[config.mk]
export PLATFORM = sky130hd
export DESIGN_NAME = tks_touch_key_scan
export DESIGN_NICKNAME = d
export VERILOG_FILES = /design/src/core/tks_pkg.sv /design/src/core/tks_touch_key_scan.sv
export SDC_FILE = /design/constraint.sdc
export NUM_CORES = 1
export LEC_CHECK = 0
export ABC_AREA = 1
export BUFFER_PORTS_ARGS = -buffer_cell sky130_fd_sc_hd__clkbuf_2
export CORE_MARGIN = 8
export CORE_UTILIZATION = 25
export DETAILED_ROUTE_END_ITERATION = 7
export PLACE_DENSITY = 0.38
export SLEW_MARGIN = 5
export SYNTH_ARGS = -nofsm -noshare
export SYNTH_HDL_FRONTEND = slang
export SYNTH_SLANG_ARGS = --single-unit
[constraint.sdc]
create_clock -name clk -period 8.48 [get_ports clk]
set_input_delay 1.272 -clock clk [delete_from_list [all_inputs] [get_ports clk]]
set_output_delay 1.272 -clock clk [all_outputs]
set_load 0.005 [all_outputs]
[src/core/tks_pkg.sv]
// Constants, types and register map of the touch key scan counter
package tks_pkg;

    // ----------------------------------------------------------------
    // Timing
    // ----------------------------------------------------------------
    localparam int unsigned CLK_MHZ      = 250;
    localparam int unsigned DONE_LAG_NS  = 3000;
    // Longest time, so rounded down
    localparam int unsigned DONE_LAG_CYC = DONE_LAG_NS * CLK_MHZ / 1000;

    // ----------------------------------------------------------------
    // Register indices and byte addresses
    // ----------------------------------------------------------------
    localparam logic [7:0] IDX_CNT_LO  = 8'h1a;
    localparam logic [7:0] IDX_CNT_HI  = 8'h1b;
    localparam logic [7:0] IDX_TGT_LO  = 8'h1c;
    localparam logic [7:0] IDX_TGT_HI  = 8'h1d;
    localparam logic [7:0] IDX_CFG     = 8'h1e;
    localparam logic [7:0] IDX_CTL     = 8'h1f;
    localparam logic [7:0] ADDR_CNT_LO = IDX_CNT_LO << 2;
    localparam logic [7:0] ADDR_CNT_HI = IDX_CNT_HI << 2;
    localparam logic [7:0] ADDR_TGT_LO = IDX_TGT_LO << 2;
    localparam logic [7:0] ADDR_TGT_HI = IDX_TGT_HI << 2;
    localparam logic [7:0] ADDR_CFG    = IDX_CFG << 2;
    localparam logic [7:0] ADDR_CTL    = IDX_CTL << 2;

    // ----------------------------------------------------------------
    // Fields and reset values
    // ----------------------------------------------------------------
    localparam int unsigned CTL_SOC_BIT  = 5;
    localparam int unsigned CHAN_REF_BIT = 3;
    localparam int unsigned NUM_KEYS     = 8;
    localparam logic [7:0]  CFG_RST      = 8'h84;
    localparam logic [7:0]  CTL_RST      = 8'h1f;
    localparam logic [11:0] TGT_RST      = 12'h0ff;
    localparam logic [7:0]  REF_BASE_CYC = 8'h08;
    localparam logic [7:0]  REF_STEP_CYC = 8'h02;
    localparam logic [1:0]  FSL_MAX      = 2'h3;

    typedef enum logic [1:0] {TKS_IDLE, TKS_SETTLE, TKS_COUNT} tks_fsm_e;

    typedef struct packed {
        logic       powerDown;
        logic       autoAdjust;
        logic       countDouble;
        logic [1:0] freqSel;
        logic [2:0] refCap;
    } tks_cfg_s;

    typedef struct packed {
        logic       irqPending;
        logic       irqEnable;
        logic       startBit;
        logic       doneFlag;
        logic [3:0] channel;
    } tks_ctl_s;

    typedef struct packed {
        logic       wr;
        logic       rd;
        logic [7:0] addr;
        logic [7:0] wrData;
    } tks_bus_req_s;

    typedef struct packed {
        tks_fsm_e   fsm;
        tks_cfg_s   cfg;
        tks_ctl_s   ctl;
        logic [11:0] target;
        logic [11:0] result;
        logic [11:0] dataCnt;
        logic [11:0] refCnt;
        logic [7:0]  divCnt;
        logic [9:0]  settleCnt;
        logic        everOn;
        logic [7:0]  rdData;
    } tks_state_s;

endpackage : tks_pkg

[src/core/tks_touch_key_scan.sv]
// Touch key scan counter: registers, conversion sequencer, counters, pads
`timescale 1ns/1ps
module tks_touch_key_scan
    import tks_pkg::*;
(
    input  wire logic         clk,
    input  wire logic         rst,
    input  wire tks_bus_req_s busReq,
    output logic [7:0]        regRdData,
    input  wire logic [8:0]   touchOscTick,
    output logic [7:0]        keyPadOut,
    output logic [7:0]        keyPadOe,
    output logic [1:0]        oscFreqSel,
    output logic              touchOscAutoAdjust,
    output logic              senseEnable,
    output logic              irq
);

    // ----------------------------------------------------------------
    // State
    // ----------------------------------------------------------------
    tks_state_s s_r;
    tks_state_s s_nxt;

    logic       refTick;
    logic       touchTick;
    logic       endConv;
    logic       startGo;
    logic       swStop;
    logic       busy;
    logic [7:0] refPeriod;
    tks_ctl_s   wrCtl;
    tks_cfg_s   wrCfg;

    assign wrCtl = tks_ctl_s'(busReq.wrData);
    assign wrCfg = tks_cfg_s'(busReq.wrData);
    assign busy  = (s_r.fsm != TKS_IDLE);

    // Slower cap or lower band both stretch the period
    assign refPeriod = 8'((REF_BASE_CYC + REF_STEP_CYC * 8'(s_r.cfg.refCap))
                          << (FSL_MAX - s_r.cfg.freqSel));

    // Code with top bit set routes the internal reference
    assign touchTick = s_r.ctl.channel[CHAN_REF_BIT] ? touchOscTick[8]
                     : touchOscTick[s_r.ctl.channel[2:0]];

    // ----------------------------------------------------------------
    // Next state
    // ----------------------------------------------------------------
    always_comb
    begin
        s_nxt   = s_r;
        refTick = 1'b0;
        endConv = 1'b0;
        startGo = 1'b0;
        swStop  = 1'b0;
        s_nxt.rdData = 8'h00;

        if (busReq.rd)
        begin
            case (busReq.addr)
                ADDR_CNT_LO: s_nxt.rdData = s_r.result[7:0];
                ADDR_CNT_HI: s_nxt.rdData = {4'h0, s_r.result[11:8]};
                ADDR_TGT_LO: s_nxt.rdData = s_r.target[7:0];
                ADDR_TGT_HI: s_nxt.rdData = {4'h0, s_r.target[11:8]};
                ADDR_CFG:    s_nxt.rdData = s_r.cfg;
                ADDR_CTL:    s_nxt.rdData = s_r.ctl;
                default:     s_nxt.rdData = 8'h00;
            endcase
        end

        if (busReq.wr)
        begin
            case (busReq.addr)
                ADDR_TGT_LO: s_nxt.target[7:0]  = busReq.wrData;
                ADDR_TGT_HI: s_nxt.target[11:8] = busReq.wrData[3:0];
                ADDR_CFG:    s_nxt.cfg          = wrCfg;
                ADDR_CTL:
                begin
                    s_nxt.ctl.irqEnable = wrCtl.irqEnable;
                    s_nxt.ctl.channel   = wrCtl.channel;
                    if (!wrCtl.irqPending)
                        s_nxt.ctl.irqPending = 1'b0;
                    if (wrCtl.startBit && !s_r.ctl.startBit
                        && !s_r.cfg.powerDown)
                        startGo = 1'b1;
                    if (!wrCtl.startBit && s_r.ctl.startBit)
                        swStop = 1'b1;
                end
                default: ;
            endcase
        end

        // First enable of the block raises pending once
        if (busReq.wr && busReq.addr == ADDR_CFG && !wrCfg.powerDown
            && !s_r.everOn)
        begin
            s_nxt.everOn         = 1'b1;
            s_nxt.ctl.irqPending = 1'b1;
        end

        // Reference oscillator divider
        if (busy && s_r.divCnt >= refPeriod - 8'h01)
        begin
            refTick = 1'b1;
        end

        case (s_r.fsm)
            TKS_IDLE:
            begin
                s_nxt.divCnt = 8'h00;
            end
            TKS_SETTLE:
            begin
                // Oscillators start up before counting
                if (s_r.settleCnt == 10'h000)
                    s_nxt.fsm = TKS_COUNT;
                else
                    s_nxt.settleCnt = s_r.settleCnt - 10'h001;
            end
            TKS_COUNT:
            begin
                s_nxt.divCnt = refTick ? 8'h00 : s_r.divCnt + 8'h01;
                if (touchTick)
                    s_nxt.dataCnt = s_r.dataCnt + 12'h001;
                if (refTick)
                    s_nxt.refCnt = s_r.refCnt + 12'h001;
                if (s_r.refCnt == s_r.target)
                    endConv = 1'b1;
            end
            default:
            begin
                s_nxt.fsm = TKS_IDLE;
            end
        endcase

        if (startGo)
        begin
            s_nxt.fsm            = TKS_SETTLE;
            s_nxt.settleCnt      = 10'(DONE_LAG_CYC - 1);
            s_nxt.refCnt         = 12'h000;
            s_nxt.dataCnt        = 12'h000;
            s_nxt.divCnt         = 8'h00;
            s_nxt.ctl.startBit   = 1'b1;
            s_nxt.ctl.doneFlag   = 1'b0;
            s_nxt.ctl.irqPending = 1'b0;
        end
        else if (swStop || s_r.cfg.powerDown)
        begin
            s_nxt.fsm          = TKS_IDLE;
            s_nxt.ctl.startBit = 1'b0;
        end
        else if (endConv)
        begin
            // Auto-clear is exact here; slow-clock loss cannot occur
            s_nxt.fsm            = TKS_IDLE;
            s_nxt.ctl.startBit   = 1'b0;
            s_nxt.ctl.doneFlag   = 1'b1;
            s_nxt.ctl.irqPending = 1'b1;
            // Doubling drops the top bit of large counts
            s_nxt.result = s_r.cfg.countDouble
                ? {s_r.dataCnt[10:0], 1'b0} : s_r.dataCnt;
        end
    end

    always_ff @(posedge clk or posedge rst)
    begin
        if (rst)
        begin
            s_r           <= '0;
            s_r.fsm       <= TKS_IDLE;
            s_r.cfg       <= tks_cfg_s'(CFG_RST);
            s_r.ctl       <= tks_ctl_s'(CTL_RST);
            s_r.target    <= TGT_RST;
        end
        else
        begin
            s_r <= s_nxt;
        end
    end

    // ----------------------------------------------------------------
    // Outputs
    // ----------------------------------------------------------------
    assign regRdData          = s_r.rdData;
    assign irq                = s_r.ctl.irqPending & s_r.ctl.irqEnable;
    assign oscFreqSel         = s_r.cfg.freqSel;
    assign touchOscAutoAdjust = s_r.cfg.autoAdjust;
    assign senseEnable        = !s_r.cfg.powerDown;

    genvar k;
    generate
        for (k = 0; k < NUM_KEYS; k++)
        begin : g_pad
            // Only the scanned key floats; others drive low
            assign keyPadOut[k] = 1'b0;
            assign keyPadOe[k]  = !(busy && !s_r.ctl.channel[CHAN_REF_BIT]
                                   && s_r.ctl.channel[2:0] == 3'(k));
        end
    endgenerate
endmodule : tks_touch_key_scan

# Word level (Yosys, flattened, before mapping)
# Index checks and enable logic that the tools add are counted.
[classes]
muxes = 39
bitwise = 3
add_sub_neg = 7
n_reduce_logical = 53
n_shift = 1
mul = 0
magnitude_cmp = 2
div_mod_pow = 0
n_eq_ne = 20
[ops]
columns = ["operator", "count"]
rows = [
  ["$eq A8 B7 Y1 const B", 6],
  ["$pmux W8 S6", 1],
  ["$mux W42", 1],
  ["$mux W12", 3],
  ["$add A12 B1 Y12 const B", 2],
  ["$mux W24", 1],
  ["$mux W10", 2],
  ["$mux W1", 18],
  ["$reduce_and A2 Y1", 9],
  ["$logic_and A1 B1 Y1", 16],
  ["$mux W2", 8],
  ["$mux W8", 2],
  ["$pmux W8 S2", 1],
  ["$logic_not A1 Y1", 14],
  ["$eq A12 B12 Y1", 1],
  ["$eq A3 B3 Y1 const B", 4],
  ["$reduce_bool A2 Y1", 6],
  ["$logic_not A10 Y1", 1],
  ["$sub A10 B1 Y10 const B", 1],
  ["$add A8 B1 Y8 const B", 1],
  ["$ge A8 B8 Y1", 1],
  ["$shl A5 B2 Y8", 1],
  ["$sub A8 B1 Y8 const B", 1],
  ["$eq A3 B2 Y1 const B", 2],
  ["19 further kinds", 22],
]
[totals]
memories = 0
mem_bits_ro = 0
ram_bits = 0
register_bits = 93
latchBits = 0
word_cells = 145

# Depth between registers and ports, before layout
# Gate-level depths: netlist of run 1.
[logic_depth]
word_depth = 9
ltp_mapped = 21
ltp_nobuf = 20

# Least setup slack after synthesis of run 1
# OpenSTA, ideal clock, no wires.
[synth_timing]
kind = "reg2reg"
start = "register s_r (netlist bit oscFreqSel[0])"
end = "register s_r[27] in the netlist's numbering"
stages_incl_launch_ff = 18
setup_slack_ns = 5.731
n_path_buf = 1
required_ns = 8.361
arrival_ns = 2.630
synth_period_minus_slack_ns = 2.749
path_cell_list = "dfrtp_1 clkbuf_1 inv_1 ha_1 o21ai_0 inv_1 nor2_1 nand2_1 nand2_1 nand2_1 ha_1 a21o_1 nor2_1 nand2_1 nand2_1 clkinv_1 nand4_1 nand2_1"
[synth_between]
elab_chain_cells = 8
[synth_lines]
columns = ["element", "line", "source"]
rows = [
  ["start, declared", "tks_touch_key_scan.sv:22", "tks_state_s s_r;"],
  ["start signal, assigned", "tks_touch_key_scan.sv:178", "s_r <= s_nxt;"],
  ["$sub A2 B2 Y2", "tks_touch_key_scan.sv:41", "<< (FSL_MAX - s_r.cfg.freqSel));"],
  ["$shl A5 B2 Y8", "tks_touch_key_scan.sv:40", "assign refPeriod = 8'((REF_BASE_CYC + REF_STEP_CYC * 8'(s_r.cfg.refCap))"],
  ["$sub A8 B1 Y8", "tks_touch_key_scan.sv:103", "if (busy && s_r.divCnt >= refPeriod - 8'h01)"],
  ["$ge A8 B8 Y1", "tks_touch_key_scan.sv:103", ""],
  ["$logic_and A1 B1 Y1", "tks_touch_key_scan.sv:103", ""],
  ["$mux W1", "tks_touch_key_scan.sv:103", ""],
  ["$reduce_bool A2 Y1 (no source line)", "--", ""],
  ["$reduce_and A2 Y1 (no source line)", "--", ""],
]
# Every way passes these cells.
# A chain may end at the register's enable or synchronous reset.

# Worst setup path after layout of run 1
[layout_timing]
start = "register s_r (netlist bit oscFreqSel[0])"
end = "register s_r[30] in the netlist's numbering"
# The elaborated chain is that of the path after synthesis.

==> results by group, run 1 <==
Status
  • Result of the run: finished clean

Global route
  • Initial antenna violation count: 0
  • Met1 usage: 17.24%
  • Global-route track usage on met2: 20.58%
  • Global-route layer with the greatest usage: met2
  • Met3 capacity usage during global routing: 2.108%
  • Global-route wire length before repair: 29.24 mm
  • Via count of the first global-routing pass: 5247
  • Aggregate global-route resource usage: 12.72%
  • Largest net degree at the start of global routing: 48
  • GRT Residual Overflow: 0

Clocking
  • Clock-pin slew reported for the worst setup and hold paths after clock tree synthesis: 0.07 ns
  • Count of instances resized after the clock tree is built: 0
  • Number of levels in the clock H-tree: 3
  • Worst-case clock buffer depth: 2
  • TritonCTS clock tree: done
  • Later-pin clock latency in the skew report: 0.35 ns
  • Count of hold buffers inserted by post-cts repair: 0
  • Root Driver: sky130_fd_sc_hd__clkbuf_16
  • Clock sink count: 93
  • TritonCTS Buffers: 9
  • Setup repair bufs after CTS: 0

STA
  • Transition time of the tightest slew-check pin: 1.116 ns
  • Slew Limit Headroom: 25.29%
  • Final Skew: 0.009624 ns
  • Worst hold slack across all endpoints: 0.4605 ns
  • Period utilisation layout: 37.56%
  • Final setup TNS: 0 ns
  • Total of endpoints with negative setup slack in the final report: 0
  • Slew Viols, Final: 0
  • Post-layout min period: 3.185 ns
  • FMAX: 0.3140 GHz
  • Hold Fails Final Rpt: 0
  • Unrepaired setup endpoints after global routing: false

Yosys
  • Synthesis warning total: 0
  • Dominant register cell in the synthesized netlist: sky130_fd_sc_hd__dfrtp_1
  • Yosys cell types: 38
  • Mean instance size in the synthesized netlist: 7.030 µm²
  • Adder and majority cell fraction of the synthesized area: 2.732%
  • Simple-gate share of the synthesized area: 35.60%
  • XOR/XNOR Fraction of Synth Area: 3.383%
  • Sequential element share of the synthesized area: 39.40%
  • Post-synth ARST share: 100.0%
  • Total of flip-flops plus latches after synthesis: 93
  • Complex-gate fraction of the synthesized area: 8.069%
  • Largest family of logic cells by synthesized area: simple AND/OR/NAND/NOR gates
  • Proportion of synthesized area in mux cells: 0.3782%
  • Number of synthesized flops with an enable pin: 0
  • Synthesized netlist cell count: 847
  • Synthesized area: 5954 µm²

Layout
  • Area growth syn-to-layout: 13.01%
  • Final nets: 919
  • Ratio of cells with drive above 1 in the final layout: 12.24%
  • N_diodes: 0
  • Share of the core filled with cells in the final layout: 28.75%
  • Commonest non-fill, non-tap cells in the layout: 287 x sky130_fd_sc_hd__nand2_1, 92 x sky130_fd_sc_hd__inv_1, 78 x sky130_fd_sc_hd__dfrtp_1
  • Leading cell type in the layout, fill and taps excluded: sky130_fd_sc_hd__nand2_1

Floorplanning
  • Die outline width: 170.3 µm
  • Full die area: 29010 µm²
  • Number of I/O pins: 58
  • Placeable core region: 23400 µm²
  • Chip Height: 170.3 µm
  • Initial core utilization: 25.44%
  • Total number of placement rows: 56

Place
  • Number of buffer cells added on primary ports: 49
  • GPL Wtd Cong: 0.7807
  • Post-detail-place hpwl: 13.67 mm

Power
  • Power dissipated by switching net loads: 0.2379 mW
  • Internal cell power: 0.7591 mW
  • IR Drop Worst-Case VDD: 0.00008876 V
  • Power Density: 148.2 nW/µm²
  • Leakage power figure: 3.331 nW
  • Portion of total power attributed to the clock network: 47.4%
  • Share of power burned in combinational logic: 6.3%
  • Switching part of the total power: 23.86%
  • Sequential share of power: 46.2%

Worst setup path
  • Startpoint of the most critical register-to-register path: oscFreqSel[0]
  • Register-to-Register Setup Slack: 5.29 ns
  • Required time reported for the critical path endpoint: 8.72 ns
  • Crit path DAT: 3.42 ns
  • Type of the worst setup path: flop to flop
  • Startpoint type of the worst setup path: flop
  • Worst reg2reg endpoint: s_r[30]
  • Kind of capture point of the worst setup path: flop
  • Top fanout value on the critical path: 10
  • Worst R2R Path Depth: 16

Route
  • Antenna viol nets, final: 0
  • Wirelength per Cell: 14.94 µm
  • Via count normalized by instance count: 4.371
  • Routed wire length: 17.95 mm
  • Routed vias: 5249
  • Number of detailed-routing iterations run before antenna repair: 4
  • Drc violations: 0
  • Detailed Route Iter0 Violations: 275

Worst hold path
  • WHS Endpoint: s_r[8]
  • Type of the worst min-delay path: flop to flop
  • Hold depth: 2
  • Worst min-delay path startpoint: s_r[8]

Flow run
  • Count of max-cap constraint violations: 0
==> worst max path at each step <==
stage,start,to,slack [ns],depth (start not counted)
2_1_floorplan,rst,oscFreqSel[0],4.81,1
3_3_place_gp,busReq[15],s_r[50],5.16,11
3_5_place_dp,busReq[15],s_r[50],5.15,11
4_1_cts,oscFreqSel[0],s_r[30],5.27,16
5_1_grt,oscFreqSel[0],s_r[23],4.87,15
6_report,oscFreqSel[0],s_r[30],5.29,16
==> synth_stat cells (2+ instances only) <==
cell	n	area share [%]
sky130_fd_sc_hd__nand3_2	3	0.50
sky130_fd_sc_hd__nor2_2	2	0.21
sky130_fd_sc_hd__inv_1	93	5.9
sky130_fd_sc_hd__nor3_1	8	0.67
sky130_fd_sc_hd__or2_2	4	0.42
sky130_fd_sc_hd__xnor2_1	3	0.44
sky130_fd_sc_hd__nand3_1	70	5.9
sky130_fd_sc_hd__buf_2	4	0.34
sky130_fd_sc_hd__buf_6	2	0.38
sky130_fd_sc_hd__nand2_1	287	18
sky130_fd_sc_hd__buf_4	23	2.9
sky130_fd_sc_hd__clkbuf_1	9	0.57
sky130_fd_sc_hd__dfrtp_1	78	33
sky130_fd_sc_hd__nand2_2	4	0.42
sky130_fd_sc_hd__nand4_1	32	3.4
sky130_fd_sc_hd__nand2_4	3	0.57
sky130_fd_sc_hd__a21oi_1	18	1.5
sky130_fd_sc_hd__dfstp_2	15	6.6
sky130_fd_sc_hd__nand3b_1	2	0.25
sky130_fd_sc_hd__mux2_2	2	0.38
sky130_fd_sc_hd__xor2_1	20	2.9
sky130_fd_sc_hd__nor2_1	68	4.3
sky130_fd_sc_hd__o21ai_1	2	0.17
sky130_fd_sc_hd__ha_1	13	2.7
sky130_fd_sc_hd__o21ai_0	68	5.7
sky130_fd_sc_hd__clkinv_1	2	0.13
==> final cells by class <==
| class | instances | area (µm²) |
|---|---|---|
| well taps | 319 | 399.1 |
| flip-flops and latches | 93 | 2346 |
| clock buffers | 9 | 225.2 |
| clock inverters | 7 | 113.9 |
| fillers | 2680 | 16670 |
| multi-input cells | 625 | 3017 |
| inverters | 97 | 367.9 |
| repair buffers | 51 | 260.3 |
==> layer usage <==
layer	vias to the layer above	part of all wire, %
met2	64	46
met4	0	1.6
met1	2434	49
met5	-	0
met3	17	2.9
li1	2734	-
==> cell families after synthesis <==
logic type | after synthesis
simple gates | 487
buf+inv | 136
other cells | 1
flops | 93
compound gates | 92
mux | 2
fa+ha+maj | 13
xor+xnor | 23
==> worst max-delay path: stages (launching register included) <==
cell and delay, ns:
sky130_fd_sc_hd__dfrtp_1 0.55, sky130_fd_sc_hd__inv_1 0.08, sky130_fd_sc_hd__ha_1 0.31, sky130_fd_sc_hd__o21ai_0 0.33, sky130_fd_sc_hd__inv_1 0.07, sky130_fd_sc_hd__nor2_1 0.22, sky130_fd_sc_hd__nand2_1 0.08, sky130_fd_sc_hd__nand2_1 0.06
sky130_fd_sc_hd__nand2_1 0.05, sky130_fd_sc_hd__ha_1 0.28, sky130_fd_sc_hd__a21o_1 0.17, sky130_fd_sc_hd__nor2_1 0.10, sky130_fd_sc_hd__nand2_1 0.06, sky130_fd_sc_hd__nand2_1 0.18, sky130_fd_sc_hd__clkinv_1 0.29, sky130_fd_sc_hd__nand4_1 0.16
sky130_fd_sc_hd__nand2_1 0.06
==> power by group through the flow <==
| stage | Clock [mW] | Combinational [mW] | Sequential, mW |
|---|---|---|---|
| CTS | 0.490 | 0.0652 | 0.461 |
| global placement | 0 | 0.0649 | 0.470 |
| floorplan | 0 | 0.0473 | 0.464 |
| detailed placement | 0 | 0.0650 | 0.469 |
| global route | 0.503 | 0.0743 | 0.462 |
| finish | 0.473 | 0.0632 | 0.461 |
==> flip-flops by register name, summed over array words and instances (netlist names) <==
name	count
touchOscAutoAdjust	1
s_r	82
regRdData	8
oscFreqSel	2
==> per-stage QoR <==
| step | instance area, µm² | setup WS, ns | power [mW] | instances |
|---|---|---|---|---|
| floorplan | 5981 | 4.813 | 0.5116 | 854 |
| global placement | 6390 | 5.162 | 0.5345 | 1185 |
| detailed placement | 6390 | 5.154 | 0.5343 | 1185 |
| CTS | 6729 | 5.267 | 1.016 | 1201 |
| global route | 6729 | 4.868 | 1.039 | 1201 |
| finish | 6729 | 5.295 | 0.9970 | 1201 |
(Power assumes the default switching activity.)
==> run 2: changes to the inputs <==
--- a/config.mk
+++ b/config.mk
@@ -5,12 +5,12 @@
 export SDC_FILE = /design/constraint.sdc
 export NUM_CORES = 1
 export LEC_CHECK = 0
-export ABC_AREA = 1
+export ABC_AREA = 0
 export BUFFER_PORTS_ARGS = -buffer_cell sky130_fd_sc_hd__clkbuf_2
 export CORE_MARGIN = 8
 export CORE_UTILIZATION = 25
 export DETAILED_ROUTE_END_ITERATION = 7
-export PLACE_DENSITY = 0.38
+export PLACE_DENSITY = 0.39
 export SLEW_MARGIN = 5
 export SYNTH_ARGS = -nofsm -noshare
 export SYNTH_HDL_FRONTEND = slang
==> constraint.sdc (replaced) <==
create_clock -name clk -period 3.22 [get_ports clk]
set_input_delay 0.483 -clock clk [delete_from_list [all_inputs] [get_ports clk]]
set_output_delay 0.483 -clock clk [all_outputs]
set_load 0.005 [all_outputs]
==> results by group, run 2 <==
Status
  • Result of the run: finished clean

Place
  • Post-detail-place hpwl: 11.05 mm
  • GPL Wtd Cong: 0.7734
  • Number of buffer cells added on primary ports: 49
  • Cell area after placement: 5971 µm²
  • Post-placement worst setup slack: 0.06813 ns
  • Number of placed instances, taps included: 859

Worst setup path
  • Most numerous cell on the critical path: sky130_fd_sc_hd__mux2_2
  • Type of the worst setup path: flop to flop
  • Worst reg2reg endpoint: s_r[34]
  • Worst stage delay on the critical path: 0.49 ns
  • Required time reported for the critical path endpoint: 3.50 ns
  • Startpoint of the most critical register-to-register path: oscFreqSel[0]
  • Startpoint type of the worst setup path: flop
  • Largest delay contributor family on the critical path: simple AND/OR/NAND/NOR gates
  • Buffer and inverter count on the worst path: 1
  • Worst R2R Path Depth: 12
  • Top fanout value on the critical path: 8
  • Slowest cell on the critical path: sky130_fd_sc_hd__or4_1
  • Kind of capture point of the worst setup path: flop
  • Register-to-Register Setup Slack: 0.12 ns
  • Cell Chain, Critical Path: mux2_2 -> nand2_1 -> ha_2 -> nand4_1 -> mux2_2 -> ha_4 -> and4_4 -> and2_1 -> a22oi_2 -> buf_6 -> or4_1 -> a21oi_1
  • Crit path DAT: 3.38 ns

Layout
  • Top register by number of flip-flops: s_r
  • Share of the core filled with cells in the final layout: 29.49%
  • Commonest non-fill, non-tap cells in the layout: 78 x sky130_fd_sc_hd__dfrtp_1, 53 x sky130_fd_sc_hd__nand2_1, 49 x sky130_fd_sc_hd__mux2_2, 49 x sky130_fd_sc_hd__clkbuf_2, 36 x sky130_fd_sc_hd__a21oi_1
  • N_diodes: 0
  • Ratio of cells with drive above 1 in the final layout: 29.10%
  • Final nets: 635
  • Flip-flop count of the largest register after layout: 82
  • Final Non-Filler Cells: 878
  • Post-Layout Inst Area: 6356 µm²
  • Area growth syn-to-layout: 17.40%
  • Leading cell type in the layout, fill and taps excluded: sky130_fd_sc_hd__dfrtp_1

Floorplanning
  • Initial core utilization: 25.12%
  • Die outline width: 163.2 µm
  • Number of I/O pins: 58
  • Full die area: 26620 µm²
  • Total number of placement rows: 54
  • Placeable core region: 21550 µm²
  • Chip Height: 163.2 µm

Power
  • Design Power: 2.994 mW
  • Power Density: 471.0 nW/µm²
  • Leakage power figure: 2.674 nW
  • IR Drop Worst-Case VDD: 0.0001932 V

Route
  • Drc violations: 0
  • Wirelength per Cell: 17.14 µm
  • Antenna viol nets, final: 0
  • Number of detailed-routing iterations run before antenna repair: 4
  • Detailed Route Iter0 Violations: 206
  • Via count normalized by instance count: 4.762
  • Routed vias: 4181
  • Routed wire length: 15.05 mm

Yosys
  • Sequential element share of the synthesized area: 43.33%
  • Mean instance size in the synthesized netlist: 9.952 µm²
  • Synthesis warning total: 0
  • Post-synth top cells: 78 x sky130_fd_sc_hd__dfrtp_1, 53 x sky130_fd_sc_hd__nand2_1, 49 x sky130_fd_sc_hd__mux2_2
  • Largest cells by area after synthesis: sky130_fd_sc_hd__dfrtp_1 36%, sky130_fd_sc_hd__mux2_2 10%, sky130_fd_sc_hd__dfstp_2 7.3%
  • Synthesized netlist cell count: 544
  • Total of flip-flops plus latches after synthesis: 93
  • Most repeated cell in the gate-level netlist after synthesis: sky130_fd_sc_hd__dfrtp_1
  • Post-synth ARST share: 100.0%
  • Area leader, netlist: sky130_fd_sc_hd__dfrtp_1
  • Post-synth top area share: 36.05%
  • Dominant register cell in the synthesized netlist: sky130_fd_sc_hd__dfrtp_1
  • Number of synthesized flops with an enable pin: 0
  • Synthesized area: 5414 µm²
  • Yosys cell types: 56

Clocking
  • Clock sink count: 93
  • Root Driver: sky130_fd_sc_hd__clkbuf_16
  • Worst-case clock buffer depth: 2
  • TritonCTS Buffers: 9
  • TritonCTS clock tree: done
  • Number of levels in the clock H-tree: 3
  • Clock-pin slew reported for the worst setup and hold paths after clock tree synthesis: 0.07 ns
  • Later-pin clock latency in the skew report: 0.35 ns

STA
  • Period utilisation layout: 96.37%
  • Transition time of the tightest slew-check pin: 0.6785 ns
  • Final setup TNS: 0 ns
  • FMAX: 0.3223 GHz
  • Worst hold slack across all endpoints: 0.2173 ns
  • Hold Fails Final Rpt: 0
  • Slew Viols, Final: 0
  • Total of endpoints with negative setup slack in the final report: 0
  • Slew Limit Headroom: 54.72%
  • Final WS setup: 0.1169 ns
  • Post-layout min period: 3.103 ns
  • Final Skew: 0.006312 ns

Global route
  • GRT Residual Overflow: 0
  • Largest net degree at the start of global routing: 49
  • Initial antenna violation count: 0
  • Global-route wire length before repair: 23.78 mm
  • Aggregate global-route resource usage: 11.59%
  • Via count of the first global-routing pass: 4130

Worst hold path
  • Type of the worst min-delay path: input port to async pin

Flow run
  • Count of max-cap constraint violations: 0
==> run 2: changes by cell type in the layout (fill, tap and decap cells not counted), sizes merged, moves of 10 or more <==
| cell | change |
|---|---|
| a21oi | +20 |
| nand2 | -241 |
| nor2b | +10 |
| or3 | +15 |
| inv | -81 |
| nand3 | -48 |
| nand4 | -21 |
| nor2 | -40 |
| mux2 | +47 |
| buf | +18 |
| mux2i | +12 |
| o21ai | -48 |
| xnor2 | +11 |
==> run 2: what timing repair did <==
action | 4_1_cts | 5_1_grt
resized for setup | 0 | 16
setup buffers | 0 | 2
setup endpoints to repair | 0 | 14
hold buffers | 0 | 0
==> run 2: worst max-delay path by stage <==
stage	to	slack, ns	cells after the start	start
after floorplan	s_r[28]	0.04	13	oscFreqSel[0]
after global placement	s_r[25]	0.12	11	oscFreqSel[0]
after detailed placement	s_r[34]	0.07	12	oscFreqSel[0]
after CTS	s_r[25]	0.04	11	s_r[85]
after global routing	s_r[34]	-0.01	12	oscFreqSel[0]
final	s_r[34]	0.12	12	oscFreqSel[0]
==> run 2: report_power, final <==
group          leakage [nW]  switching (mW)  internal [mW]
combinational          1.38           0.244          0.235
clock                 0.140           0.482          0.606
sequential             1.16           0.143           1.28
total                  2.67           0.869           2.12
==> run 2: final cells by class <==
cell class | count | area (µm²)
fill | 2286 | 15200
inverter | 12 | 47.55
multi-input combinational | 407 | 2884
clock inverter | 5 | 60.06
tap | 280 | 350.3
timing repair buffer | 70 | 435.4
clock buffer | 11 | 232.7
sequential | 93 | 2346
==> run 2: worst reg2reg max path: cells and delay by family, from the launching register on <==
| kind | cells | cell delay [ns] |
|---|---|---|
| AOI/OAI and AO/OA | 2 | 0.23 |
| muxes | 2 | 0.69 |
| and+or+nand+nor | 5 | 1.02 |
| DFF | 1 | 0.43 |
| buffers and inverters | 1 | 0.18 |
| adders and majority gates | 2 | 0.47 |
==> run 2: cell families (layout without fill, tap and decap cells) <==
family / Yosys count / in the layout / share of synthesized area [%]
AO/OA/AOI/OAI: 93 / 93 / 10.40
flip-flops: 93 / 93 / 43.33
XOR/XNOR: 26 / 26 / 4.206
buffers and inverters: 51 / 98 / 5.038
other: 1 / 8 / 0.06927
multiplexers: 65 / 65 / 14.07
adder cells (fa/ha/maj): 13 / 13 / 3.004
AND/OR/NAND/NOR: 202 / 202 / 19.88
==> run 2: routing by layer <==
metal	track usage [%]	vias to the layer above	wire length, µm
met5	0	-	0
met4	4.379	0	278
met3	2.646	14	713
met2	18.13	83	6849
met1	15.30	2051	7204
li1	-	2033	-
==> run 3: changes to the inputs <==
--- a/config.mk
+++ b/config.mk
@@ -10,7 +10,7 @@
 export CORE_MARGIN = 8
 export CORE_UTILIZATION = 25
 export DETAILED_ROUTE_END_ITERATION = 7
-export PLACE_DENSITY = 0.39
+export PLACE_DENSITY = 0.5
 export SLEW_MARGIN = 5
 export SYNTH_ARGS = -nofsm -noshare
 export SYNTH_HDL_FRONTEND = slang
==> results by group, run 3 (same netlist as run 2, synthesis figures left out) <==
Worst setup path
  • Type of the worst setup path: flop to flop
  • Largest delay contributor family on the critical path: simple AND/OR/NAND/NOR gates
  • Buffer and inverter count on the worst path: 3
  • Cell Chain, Critical Path: nor2b_2 -> a21o_1 -> buf_4 -> nor2_1 -> nand4_1 -> mux2_4 -> ha_4 -> and4_4 -> and2_1 -> a22oi_2 -> clkbuf_16 -> buf_4 -> or3_1 -> a21oi_1
  • Kind of capture point of the worst setup path: flop
  • Worst reg2reg endpoint: s_r[30]
  • Worst R2R Path Depth: 14
  • Slowest cell on the critical path: sky130_fd_sc_hd__dfstp_2
  • Crit path DAT: 3.43 ns
  • Register-to-Register Setup Slack: 0.06 ns
  • Top fanout value on the critical path: 7
  • Worst stage delay on the critical path: 0.59 ns
  • Most numerous cell on the critical path: sky130_fd_sc_hd__buf_4
  • Startpoint of the most critical register-to-register path: s_r[85]
  • Required time reported for the critical path endpoint: 3.49 ns
  • Startpoint type of the worst setup path: flop

Layout
  • Commonest non-fill, non-tap cells in the layout: 76 x sky130_fd_sc_hd__dfrtp_1, 53 x sky130_fd_sc_hd__nand2_1, 49 x sky130_fd_sc_hd__clkbuf_2
  • Ratio of cells with drive above 1 in the final layout: 31.35%
  • Leading cell type in the layout, fill and taps excluded: sky130_fd_sc_hd__dfrtp_1
  • Top register by number of flip-flops: s_r
  • Area used by multi-input combinational logic: 2910 µm²
  • Area growth syn-to-layout: 19.25%
  • Final nets: 643
  • Register Area: 2349 µm²
  • Share of the core filled with cells in the final layout: 29.95%
  • Flip-flop count of the largest register after layout: 82
  • # fillers: 2222
  • N_diodes: 0

Route
  • Wire length on met3: 621 µm
  • Amount of wire on met2 after detailed routing: 6.318 mm
  • Routed vias: 4157
  • Antenna viol nets, final: 0
  • Wirelength per Cell: 15.56 µm
  • Routed metal-1 wire length: 6.639 mm
  • Number of detailed-routing iterations run before antenna repair: 4
  • Highest metal layer with signal wires: met4
  • Routed wire length: 13.79 mm
  • Via count normalized by instance count: 4.692
  • Detailed Route Iter0 Violations: 204
  • Drc violations: 0

Global route
  • Largest net degree at the start of global routing: 50
  • Aggregate global-route resource usage: 10.12%
  • Via count of the first global-routing pass: 3872
  • Initial antenna violation count: 0
  • Global-route wire length before repair: 21.63 mm
  • GRT Residual Overflow: 0

STA
  • Period utilisation layout: 98.24%
  • Total of endpoints with negative setup slack in the final report: 0
  • Worst hold slack across all endpoints: 0.2312 ns
  • FMAX: 0.3161 GHz
  • Final setup TNS: 0 ns
  • Transition time of the tightest slew-check pin: 0.7139 ns
  • Final Skew: 0.008661 ns
  • Hold Fails Final Rpt: 0
  • Post-layout min period: 3.163 ns
  • Slew Limit Headroom: 52.36%
  • Slew Viols, Final: 0

Floorplanning
  • Die outline width: 163.2 µm
  • Number of I/O pins: 58
  • Chip Height: 163.2 µm
  • Placeable core region: 21550 µm²
  • Initial core utilization: 25.12%
  • Total number of placement rows: 54
  • Full die area: 26620 µm²

Clocking
  • Count of hold buffers inserted by post-cts repair: 0
  • Later-pin clock latency in the skew report: 0.34 ns
  • TritonCTS Buffers: 9
  • Clock sink count: 93
  • Clock-pin slew reported for the worst setup and hold paths after clock tree synthesis: 0.07 ns
  • Worst-case clock buffer depth: 2
  • Number of levels in the clock H-tree: 3
  • TritonCTS clock tree: done
  • Root Driver: sky130_fd_sc_hd__clkbuf_16

Power
  • Power Density: 457.7 nW/µm²
  • Leakage power figure: 2.734 nW
  • IR Drop Worst-Case VDD: 0.0003064 V

Place
  • GPL Wtd Cong: 0.7542
  • Number of buffer cells added on primary ports: 49
  • Post-detail-place hpwl: 10.17 mm

Worst hold path
  • Type of the worst min-delay path: input port to async pin

Status
  • Result of the run: finished clean

Flow run
  • Count of max-cap constraint violations: 0
[run 3: cell count changes in the layout (fill, tap and decap cells not counted), sizes merged]
cell,delta
clkdlybuf4s15,-1
buf,+8
inv,+2
bufinv,-1
[run 3: final cells by class]
type	instances	area share, %
sequential	93	36.38
clock buffer	10	3.702
multi-input combinational	407	45.08
inverter	12	0.7364
timing repair buffer	78	7.888
clock inverter	6	0.7946
tap	280	5.426
[run 3: repair_timing]
action / in CTS / in global routing
pin swaps: 0 / 8
gates resized for setup: 1 / 23
gates cloned: 0 / 1
endpoints found under the setup margin: 3 / 3
buffers inserted: 0 / 6
[run 3: worst max path at each step]
stage,start,depth (start not counted),endpoint
6_report,s_r[85],14,s_r[30]
5_1_grt,s_r[85],14,s_r[30]
4_1_cts,oscFreqSel[0],12,s_r[26]
3_5_place_dp,s_r[85],12,s_r[26]
3_3_place_gp,oscFreqSel[0],12,s_r[26]
2_1_floorplan,oscFreqSel[0],13,s_r[28]
[run 3: report_power, final]
part	total, mW	switching, mW	internal, mW
registers	1.42	0.134	1.28
clock network	1.04	0.488	0.556
logic	0.494	0.242	0.252
[run 3: per-stage QoR]
step	instances	cell area (µm²)	setup slack (ns)	power (mW)
CTS	879	6304	0.02141	2.974
finish	886	6456	0.05657	2.955
global route	886	6456	-0.07664	3.114
global placement	863	6013	0.08810	1.905
detailed placement	863	6013	-0.02738	1.909
floorplan	551	5440	0.03787	1.744
[run 3: per-layer routing]
metal / vias up / track usage [%]
met3: 15 / 1.915
met1: 2022 / 13.64
met2: 66 / 16.02
met5: - / 0
met4: 0 / 3.253
li1: 2054 / -
